File: src/include/rtc_trim_pkg.sv
/*
 * constants and carrier types for the trimmed second counter:
 * register offsets, field positions, reset values and counts.
 * assumes a 32-bit apb with byte addresses and one word per register.
 */
`default_nettype none

package rtc_trim_pkg;

    // register byte offsets
    localparam logic [7:0] OFS_LOCK_KEY   = 8'h00;
    localparam logic [7:0] OFS_TRIM_CTRL  = 8'h04;
    localparam logic [7:0] OFS_TRIM_VALUE = 8'h08;
    localparam logic [7:0] OFS_CNT_CTRL   = 8'h0c;
    localparam logic [7:0] OFS_SECONDS    = 8'h10;
    localparam logic [7:0] OFS_PRESCALE   = 8'h14;

    // reset values
    localparam logic [7:0] LOCK_KEY_OPEN  = 8'hc1;
    localparam logic [7:0] RST_TRIM_CTRL  = 8'h00;
    localparam logic [8:0] RST_TRIM_VALUE = 9'h000;

    // field positions
    localparam int TRIM_EN_BIT    = 0;
    localparam int PERIOD_LSB     = 1;
    localparam int PERIOD_MSB     = 3;
    localparam int TRIM_VAL_MSB   = 8;
    localparam int CNT_RESET_BIT  = 0;
    localparam int IRQ_EN_BIT     = 1;

    // reference period codes
    localparam logic [2:0] PERIOD_1S  = 3'h0;
    localparam logic [2:0] PERIOD_10S = 3'h1;
    localparam logic [2:0] PERIOD_20S = 3'h2;
    localparam logic [2:0] PERIOD_30S = 3'h3;
    localparam logic [2:0] PERIOD_60S = 3'h4;

    // seconds in each reference period
    localparam logic [5:0] SECS_1  = 6'h01;
    localparam logic [5:0] SECS_10 = 6'h0a;
    localparam logic [5:0] SECS_20 = 6'h14;
    localparam logic [5:0] SECS_30 = 6'h1e;
    localparam logic [5:0] SECS_60 = 6'h3c;

    // low-speed clock rate and counts per nominal second
    localparam int          LOW_SPEED_HZ  = 32768;
    localparam logic [15:0] NOMINAL_COUNT = 16'(LOW_SPEED_HZ);

    // whole state of the counter block
    typedef struct packed {
        logic        ls_s1;
        logic        ls_s2;
        logic        ls_s3;
        logic [7:0]  lock_key;
        logic        trim_enable;
        logic [2:0]  period_sel;
        logic [8:0]  trim_value;
        logic        act_enable;
        logic [2:0]  act_sel;
        logic [8:0]  act_value;
        logic [15:0] presc;
        logic [5:0]  sec_in_period;
        logic [31:0] seconds;
        logic        rst_pend;
        logic        irq_en;
        logic        restart_armed;
        logic        tick;
        logic        irq;
        logic        pready;
        logic        pslverr;
        logic [31:0] prdata;
    } rtc_state_t;

endpackage : rtc_trim_pkg

`default_nettype wire

File: src/hdl/rtc_second_counter_trim.sv
/*
 * trimmed second counter: divides the low-speed clock down to a 1 hz
 * tick, stretches or shortens one second per reference period, and
 * offers its registers on an apb slave port.
 * assumes the low-speed clock arrives as a plain pin, far slower than
 * i_core_clk, and that apb is driven from i_core_clk.
 */
// Summary of operation
// - lock key resets open; others block trim writes
// - period field picks 1,10,20,30,60 second period
// - bit zero enables trim; upper bits zero
// - nine-bit signed trim value, upper bits zero
// - positive lengthens, negative shortens the second
// - zero trim value leaves second length unchanged
// - counter derives 1 hz tick from low-speed clock
// - interrupt pulses with each second count-up
// - first interrupt one second after enable following a counter reset
// - plain second is 32768 low-speed periods
// - trimmed length applies to one second per period
`timescale 1ns/1ns
`default_nettype none

module rtc_second_counter_trim #(
    parameter int ADDR_W = 8
) (
    input  wire logic              i_core_clk,
    input  wire logic              i_rst_b,
    input  wire logic              i_low_speed_clock,
    input  wire logic              i_psel,
    input  wire logic              i_penable,
    input  wire logic              i_pwrite,
    input  wire logic [ADDR_W-1:0] i_paddr,
    input  wire logic [31:0]       i_pwdata,
    output logic                   o_pready,
    output logic                   o_pslverr,
    output logic [31:0]            o_prdata,
    output logic                   o_tick_1hz,
    output logic                   o_irq_1hz
);

    ////////////////////////////////////////////////////////////////////
    // declarations

    rtc_trim_pkg::rtc_state_t q;
    rtc_trim_pkg::rtc_state_t d;

    logic        ls_edge;
    logic        setup_phase;
    logic        access_wr;
    logic        unlocked;
    logic        addr_mapped;
    logic [7:0]  addr_lo;
    logic [31:0] read_word;
    logic [5:0]  period_secs;
    logic [16:0] trimmed_len;
    logic [15:0] second_len;
    logic        last_count;

    ////////////////////////////////////////////////////////////////////
    // combinational helpers

    // low byte of the address selects the register
    assign addr_lo = 8'(i_paddr);

    // edge taken from the second stage and its history, never the first
    assign ls_edge = q.ls_s2 & ~q.ls_s3;

    // apb phases; the write lands at the completing access edge
    assign setup_phase = i_psel & ~i_penable;
    assign access_wr   = i_psel & i_penable & q.pready & i_pwrite
                         & ~q.pslverr;

    // trim registers open only while the key holds its open value
    assign unlocked = (q.lock_key == rtc_trim_pkg::LOCK_KEY_OPEN);

    // seconds in the active reference period
    always_comb begin
        case (q.act_sel)
            rtc_trim_pkg::PERIOD_1S:  period_secs = rtc_trim_pkg::SECS_1;
            rtc_trim_pkg::PERIOD_10S: period_secs = rtc_trim_pkg::SECS_10;
            rtc_trim_pkg::PERIOD_20S: period_secs = rtc_trim_pkg::SECS_20;
            rtc_trim_pkg::PERIOD_30S: period_secs = rtc_trim_pkg::SECS_30;
            rtc_trim_pkg::PERIOD_60S: period_secs = rtc_trim_pkg::SECS_60;
            // reserved codes fall back to a one second period
            default:                  period_secs = rtc_trim_pkg::SECS_1;
        endcase
    end

    // nominal plus sign-extended trim; zero trim adds nothing
    assign trimmed_len = {1'b0, rtc_trim_pkg::NOMINAL_COUNT}
                         + {{8{q.act_value[8]}}, q.act_value};

    // only the first second of each period is trimmed
    assign second_len = (q.act_enable && q.sec_in_period == 6'h00)
                        ? trimmed_len[15:0]
                        : rtc_trim_pkg::NOMINAL_COUNT;

    assign last_count = (q.presc == 16'(second_len - 16'h0001));

    // read mux; unused bits read as zero
    always_comb begin
        addr_mapped = 1'b1;
        read_word   = 32'h0000_0000;
        case (addr_lo)
            rtc_trim_pkg::OFS_LOCK_KEY: begin
                read_word[7:0] = q.lock_key;
            end
            rtc_trim_pkg::OFS_TRIM_CTRL: begin
                read_word[rtc_trim_pkg::TRIM_EN_BIT] = q.trim_enable;
                read_word[rtc_trim_pkg::PERIOD_MSB:rtc_trim_pkg::PERIOD_LSB]
                    = q.period_sel;
            end
            rtc_trim_pkg::OFS_TRIM_VALUE: begin
                read_word[rtc_trim_pkg::TRIM_VAL_MSB:0] = q.trim_value;
            end
            rtc_trim_pkg::OFS_CNT_CTRL: begin
                read_word[rtc_trim_pkg::CNT_RESET_BIT] = q.rst_pend;
                read_word[rtc_trim_pkg::IRQ_EN_BIT]    = q.irq_en;
            end
            rtc_trim_pkg::OFS_SECONDS: begin
                read_word = q.seconds;
            end
            rtc_trim_pkg::OFS_PRESCALE: begin
                read_word[15:0]  = q.presc;
                read_word[21:16] = q.sec_in_period;
            end
            default: begin
                addr_mapped = 1'b0;
            end
        endcase
    end

    ////////////////////////////////////////////////////////////////////
    // next-state logic

    // counter first, bus writes after so a software set wins a clear
    always_comb begin
        d = q;

        // two-stage pin synchroniser plus edge history
        d.ls_s1 = i_low_speed_clock;
        d.ls_s2 = q.ls_s1;
        d.ls_s3 = q.ls_s2;

        d.tick = 1'b0;
        d.irq  = 1'b0;

        // low-speed edge advances the divider
        if (ls_edge) begin
            if (q.rst_pend) begin
                // counter reset: restart second and period, relatch trim
                d.presc         = 16'h0000;
                d.sec_in_period = 6'h00;
                d.rst_pend      = 1'b0;
                d.restart_armed = 1'b1;
                d.act_enable    = q.trim_enable;
                d.act_sel       = q.period_sel;
                d.act_value     = q.trim_value;
            end else if (last_count) begin
                d.presc   = 16'h0000;
                d.tick    = 1'b1;
                d.irq     = q.irq_en;
                d.seconds = q.seconds + 32'h0000_0001;
                d.restart_armed = 1'b0;
                if (q.sec_in_period >= 6'(period_secs - 6'h01)) begin
                    d.sec_in_period = 6'h00;
                end else begin
                    d.sec_in_period = q.sec_in_period + 6'h01;
                end
                // settings change only between seconds, never mid-count
                d.act_enable = q.trim_enable;
                d.act_sel    = q.period_sel;
                d.act_value  = q.trim_value;
            end else begin
                d.presc = q.presc + 16'h0001;
            end
        end

        // apb answer registered at setup, seen during access
        d.pready  = setup_phase;
        d.pslverr = setup_phase & ~addr_mapped;
        if (setup_phase) begin
            d.prdata = read_word;
        end

        // register writes
        if (access_wr) begin
            case (addr_lo)
                rtc_trim_pkg::OFS_LOCK_KEY: begin
                    d.lock_key = i_pwdata[7:0];
                end
                rtc_trim_pkg::OFS_TRIM_CTRL: begin
                    // a locked write is dropped with no error
                    if (unlocked) begin
                        d.trim_enable =
                            i_pwdata[rtc_trim_pkg::TRIM_EN_BIT];
                        d.period_sel = i_pwdata[rtc_trim_pkg::PERIOD_MSB:
                                                rtc_trim_pkg::PERIOD_LSB];
                    end
                end
                rtc_trim_pkg::OFS_TRIM_VALUE: begin
                    if (unlocked) begin
                        d.trim_value =
                            i_pwdata[rtc_trim_pkg::TRIM_VAL_MSB:0];
                    end
                end
                rtc_trim_pkg::OFS_CNT_CTRL: begin
                    if (i_pwdata[rtc_trim_pkg::CNT_RESET_BIT]) begin
                        d.rst_pend = 1'b1;
                    end
                    d.irq_en = i_pwdata[rtc_trim_pkg::IRQ_EN_BIT];
                    // enable after a counter reset starts a fresh second
                    if (i_pwdata[rtc_trim_pkg::IRQ_EN_BIT] && !q.irq_en
                        && q.restart_armed) begin
                        d.presc         = 16'h0000;
                        d.sec_in_period = 6'h00;
                        d.restart_armed = 1'b0;
                        d.tick          = 1'b0;
                        d.irq           = 1'b0;
                    end
                end
                default: begin
                    // read-only or unmapped: nothing stored
                end
            endcase
        end
    end

    ////////////////////////////////////////////////////////////////////
    // state register

    always_ff @(posedge i_core_clk or negedge i_rst_b) begin
        if (!i_rst_b) begin
            q               <= '0;
            q.lock_key      <= rtc_trim_pkg::LOCK_KEY_OPEN;
            q.trim_enable   <= rtc_trim_pkg::RST_TRIM_CTRL[0];
            q.period_sel    <= rtc_trim_pkg::RST_TRIM_CTRL[3:1];
            q.trim_value    <= rtc_trim_pkg::RST_TRIM_VALUE;
            q.act_value     <= rtc_trim_pkg::RST_TRIM_VALUE;
        end else begin
            q <= d;
        end
    end

    ////////////////////////////////////////////////////////////////////
    // outputs, all straight from flip-flops

    assign o_pready   = q.pready;
    assign o_pslverr  = q.pslverr;
    assign o_prdata   = q.prdata;
    assign o_tick_1hz = q.tick;
    assign o_irq_1hz  = q.irq;

endmodule : rtc_second_counter_trim

`default_nettype wire

File: config.mk
export PLATFORM = sky130hd
export DESIGN_NAME = rtc_second_counter_trim
export DESIGN_NICKNAME = d
export VERILOG_FILES = /design/src/include/rtc_trim_pkg.sv /design/src/hdl/rtc_second_counter_trim.sv
export SDC_FILE = /design/constraint.sdc
export NUM_CORES = 1
export LEC_CHECK = 0
export ABC_AREA = 0
export BUFFER_PORTS_ARGS = -buffer_cell sky130_fd_sc_hd__buf_2
export CAP_MARGIN = 30
export CORE_MARGIN = 2
export CORE_UTILIZATION = 25
export DETAILED_ROUTE_END_ITERATION = 6
export PLACE_DENSITY_LB_ADDON = 0.3
export SETUP_SLACK_MARGIN = 0.05
export SLEW_MARGIN = 30
export SYNTH_ARGS = -nofsm -noshare
export SYNTH_HDL_FRONTEND = slang
export SYNTH_SLANG_ARGS = --single-unit
File: constraint.sdc
create_clock -name i_core_clk -period 4.78 [get_ports i_core_clk]
set_input_delay 0.956 -clock i_core_clk [delete_from_list [all_inputs] [get_ports i_core_clk]]
set_output_delay 0.956 -clock i_core_clk [all_outputs]
set_load 0.1 [all_outputs]
==> results by group <==
Min path
  – Worst Hold Class: reg2reg
  – Hold EP: d[127]
  – Hold Startpoint: d[128]
  – Worst hold stages: 0

Global routing
  – Largest net degree at the start of global routing: 106
  – Initial antenna violation count: 0
  – Congestion Overflow GR: 0
  – First-pass GRT wire length: 28100 µm
  – Vias in the first global route: 5023
  – GR Util All Layers: 12.3%

Clock tree
  – Clock Pin Slew Worst Setup and Hold Paths: 0.06 ns
  – Worst skew pair latency: 0.42 ns
  – H-tree depth reported by CTS: 4
  – CTS Buf Count: 17
  – Postcts setup bufs: 0
  – CTS-repair resized insts: 0
  – Post-cts hold buffer count: 0
  – Root Driver: clkbuf_16
  – Max Buffers Root-to-Sink: 2
  – CTS tree: yes
  – CTS sink cnt: 130

Synth
  – Mux share of post-synthesis cell area: 7.40%
  – Primary FF master, synth: dfrtp_1
  – Largest family of logic cells by synthesized area: simple AND/OR/NAND/NOR gates
  – Cell area after synthesis: 7000 µm²
  – YS warnings: 0
  – Area share of xor/xnor cells in the synthesized design: between 6 and 7%
  – Register bit total from synthesis: 130
  – Synth Instances: a little over 700
  – Compound-Gate Fraction of Synth Area: under 10%
  – Post-synthesis async set-or-reset flop share: 100%
  – Top cells by area, synth: dfrtp_1 (45%), xor2_1 (5.4%), mux2_2 (5.1%)
  – Post-synthesis sequential area ratio: 46.5%
  – Syn Area/Cell: 9.89 µm²
  – Yosys cell types: between 60 and 70
  – Synth top area share: 45.4%
  – Simple-Gate Fraction of Synth Area: 22.0%
  – Post-synth net total: 765
  – Number of synthesized flops with an enable pin: 0
  – Area leader, netlist: dfrtp_1
  – Adder-Cell Fraction of Synth Area: 1.97%

Power and ir drop
  – Design Power: 0.00291 W
  – VDD IR max: 0.251 mV
  – Static Leak: about 3.7 nW
  – Power density cells: 360 nW/µm²

Floorplan
  – IO Count: 82
  – Die width: 171 µm
  – Die H: between 150 and 200 µm
  – Starting Density: between 20 and 30%
  – # rows: between 60 and 70
  – Core area: 27700 µm²
  – Die area: 29400 µm²

Critical path
  – Crit. End Element: flip-flop
  – Worst EP arrival: 4.55 ns
  – R2R cell count: 12
  – RR Startpoint: q[76]
  – Reg-to-reg setup timing slack: 0.53 ns
  – Crit path max fanout: 13
  – Worst R2R End: q[94]
  – Crit Path Class: reg2reg
  – Data required, critical path: 5.08 ns
  – Startpoint Class: flip-flop

Detailed routing
  – Vias: 5301
  – Final wirelength: 17300 µm
  – Post-DR wirelength/cell: between 15 and 20 µm
  – Drt drc: 0
  – Number of DRC markers in iteration 0: between 300 and 400
  – Antenna Violating Nets Remaining: 0
  – DRT Pass-1 Iters: 5
  – Routed vias/inst: between 4 and 5

Layout
  – Register area: 3260 µm²
  – Area delta synth->final: 15.3%
  – Filler cells: 2908
  – NumNets Final: 779
  – # diodes: 0
  – Area taken by multi-input logic gates: 3290 µm²
  – Post-route cell area: 8070 µm²
  – Share of layout cells above drive strength 1: 20.0%
  – Core Util, Final: 29.1%

Place
  – IO buf count: 58
  – Placed cell area: 7470 µm²
  – Routability Congestion: ~0.77
  – HPWL after detailed placement: 12100 µm

Run status
  – Status: finished, final reports clean

Timing
  – Slew @ Worst Pin: 0.871 ns
  – Fmax: 235 MHz
  – Setup_tns: 0 ns
  – Unrepaired setup endpoints after global routing: false
  – Clk_skew: 0.0163 ns
  – Final slew viol count: 0
  – Fin Hold WS: roughly 0.35 ns
  – Relative slew margins: 42.0%
  – Final setup vio count: 0
  – Endpoints failing hold: 0
  – Final Cycle Share: 88.9%
  – Tmin final: between 4 and 5 ns

Flow run
  – Max Cap Viol: 0
cells by family after synthesis:
family	count (synthesis)
AND/OR/NAND/NOR	300
multiplexers	47
flip-flops	130
buffers and inverters	87
adder cells (fa/ha/maj)	11
XOR/XNOR	53
AO/OA/AOI/OAI	80
cells in the mapped netlist (all sizes together), types with 13 or more instances:
| library cell | count |
|---|---|
| a221oi | 16 |
| nand3 | 42 |
| nor4 | 13 |
| nand4 | 15 |
| nand2 | 65 |
| clkbuf | 39 |
| dfrtp | 127 |
| and3 | 14 |
| mux2 | 38 |
| o21ai | 14 |
| nor2 | 53 |
| buf | 39 |
| nor3 | 46 |
| xor2 | 43 |
layout by cell type (no fill, tap or decap), types with 4 or more instances in the layout:
master / n
mux2_2: 32
nand4_1: 15
buf_4: 15
clkbuf_16: 17
a21oi_1: 9
mux2i_1: 9
and4_1: 9
mux2_1: 6
or3_1: 4
nor2b_1: 5
nor4_1: 12
buf_2: 57
a31oi_1: 4
nor2_1: 52
clkbuf_8: 4
ha_1: 11
o31ai_1: 4
nor3_1: 46
clkinvlp_4: 4
and2_1: 8
nand2b_1: 8
and3_1: 14
dfrtp_1: 127
xnor2_1: 9
inv_1: 9
a222oi_1: 4
a221oi_1: 16
a221o_1: 4
nand3_1: 42
o21ai_0: 14
or4_1: 4
nand2_1: 64
xor2_1: 43
nor4b_1: 4
sequential cells by signal (all words and copies together), names as in the netlist:
signal      flops
o_pready        1
o_pslverr       1
d               2
q              92
o_prdata       32
o_tick_1hz      1
o_irq_1hz       1
per-stage QoR:
step / cells / worst slack [ns]
after floorplan: 708 / 0.837
after global placement: 1081 / 0.585
after detailed placement: 1081 / 0.525
after CTS: 1113 / 0.525
after global routing: 1113 / 0.295
final: 1113 / 0.530
area by class of cell:
cell class	instances	area share [%]
repair buffers	73	5.11
flip-flops and latches	130	40.3
multi-input cells	491	40.7
well taps	378	5.86
inverters	9	0.418
clock inverters	11	1.57
clock buffers	21	5.95
power by group:
part | internal (W) | switching (W) | total (W)
logic | 0.000101 | 0.000232 | 0.000333
clock network | 0.000825 | 0.000506 | 0.00133
registers | 0.00115 | 0.0000907 | 0.00124
total | 0.00208 | 0.000828 | 0.00291
per-layer routing:
layer / GRT usage [%] / vias to the layer above / wire length [µm]
met5: 0 / - / 0
met4: 3.39 / 0 / 125
met3: 2.85 / 11 / 704
met2: 19.6 / 110 / 8200
met1: 16.6 / 2625 / 8250
li1: - / 2555 / -
worst max-delay path by stage:
stage          start      to  cells after the start
6_report       q[76]   q[94]                     12
5_1_grt        q[76]  q[105]                     12
4_1_cts        q[76]  q[105]                     12
3_5_place_dp   q[76]   q[96]                     12
3_3_place_gp   q[76]  q[101]                     12
2_1_floorplan  q[73]  q[100]                     13
critical path, cell delays in order (launching register included):
cell      delay, ns
dfrtp_1        0.37
or4_1          0.62
nor2_1         0.25
nand2_1        0.09
ha_1           0.34
xor3_1         0.41
nor4_1         0.27
o211ai_1       0.15
a222oi_1       0.49
nand2_2        0.23
o31ai_4        0.27
buf_4          0.27
mux2_2         0.35
No activity file was read; power rests on OpenSTA's default activity.
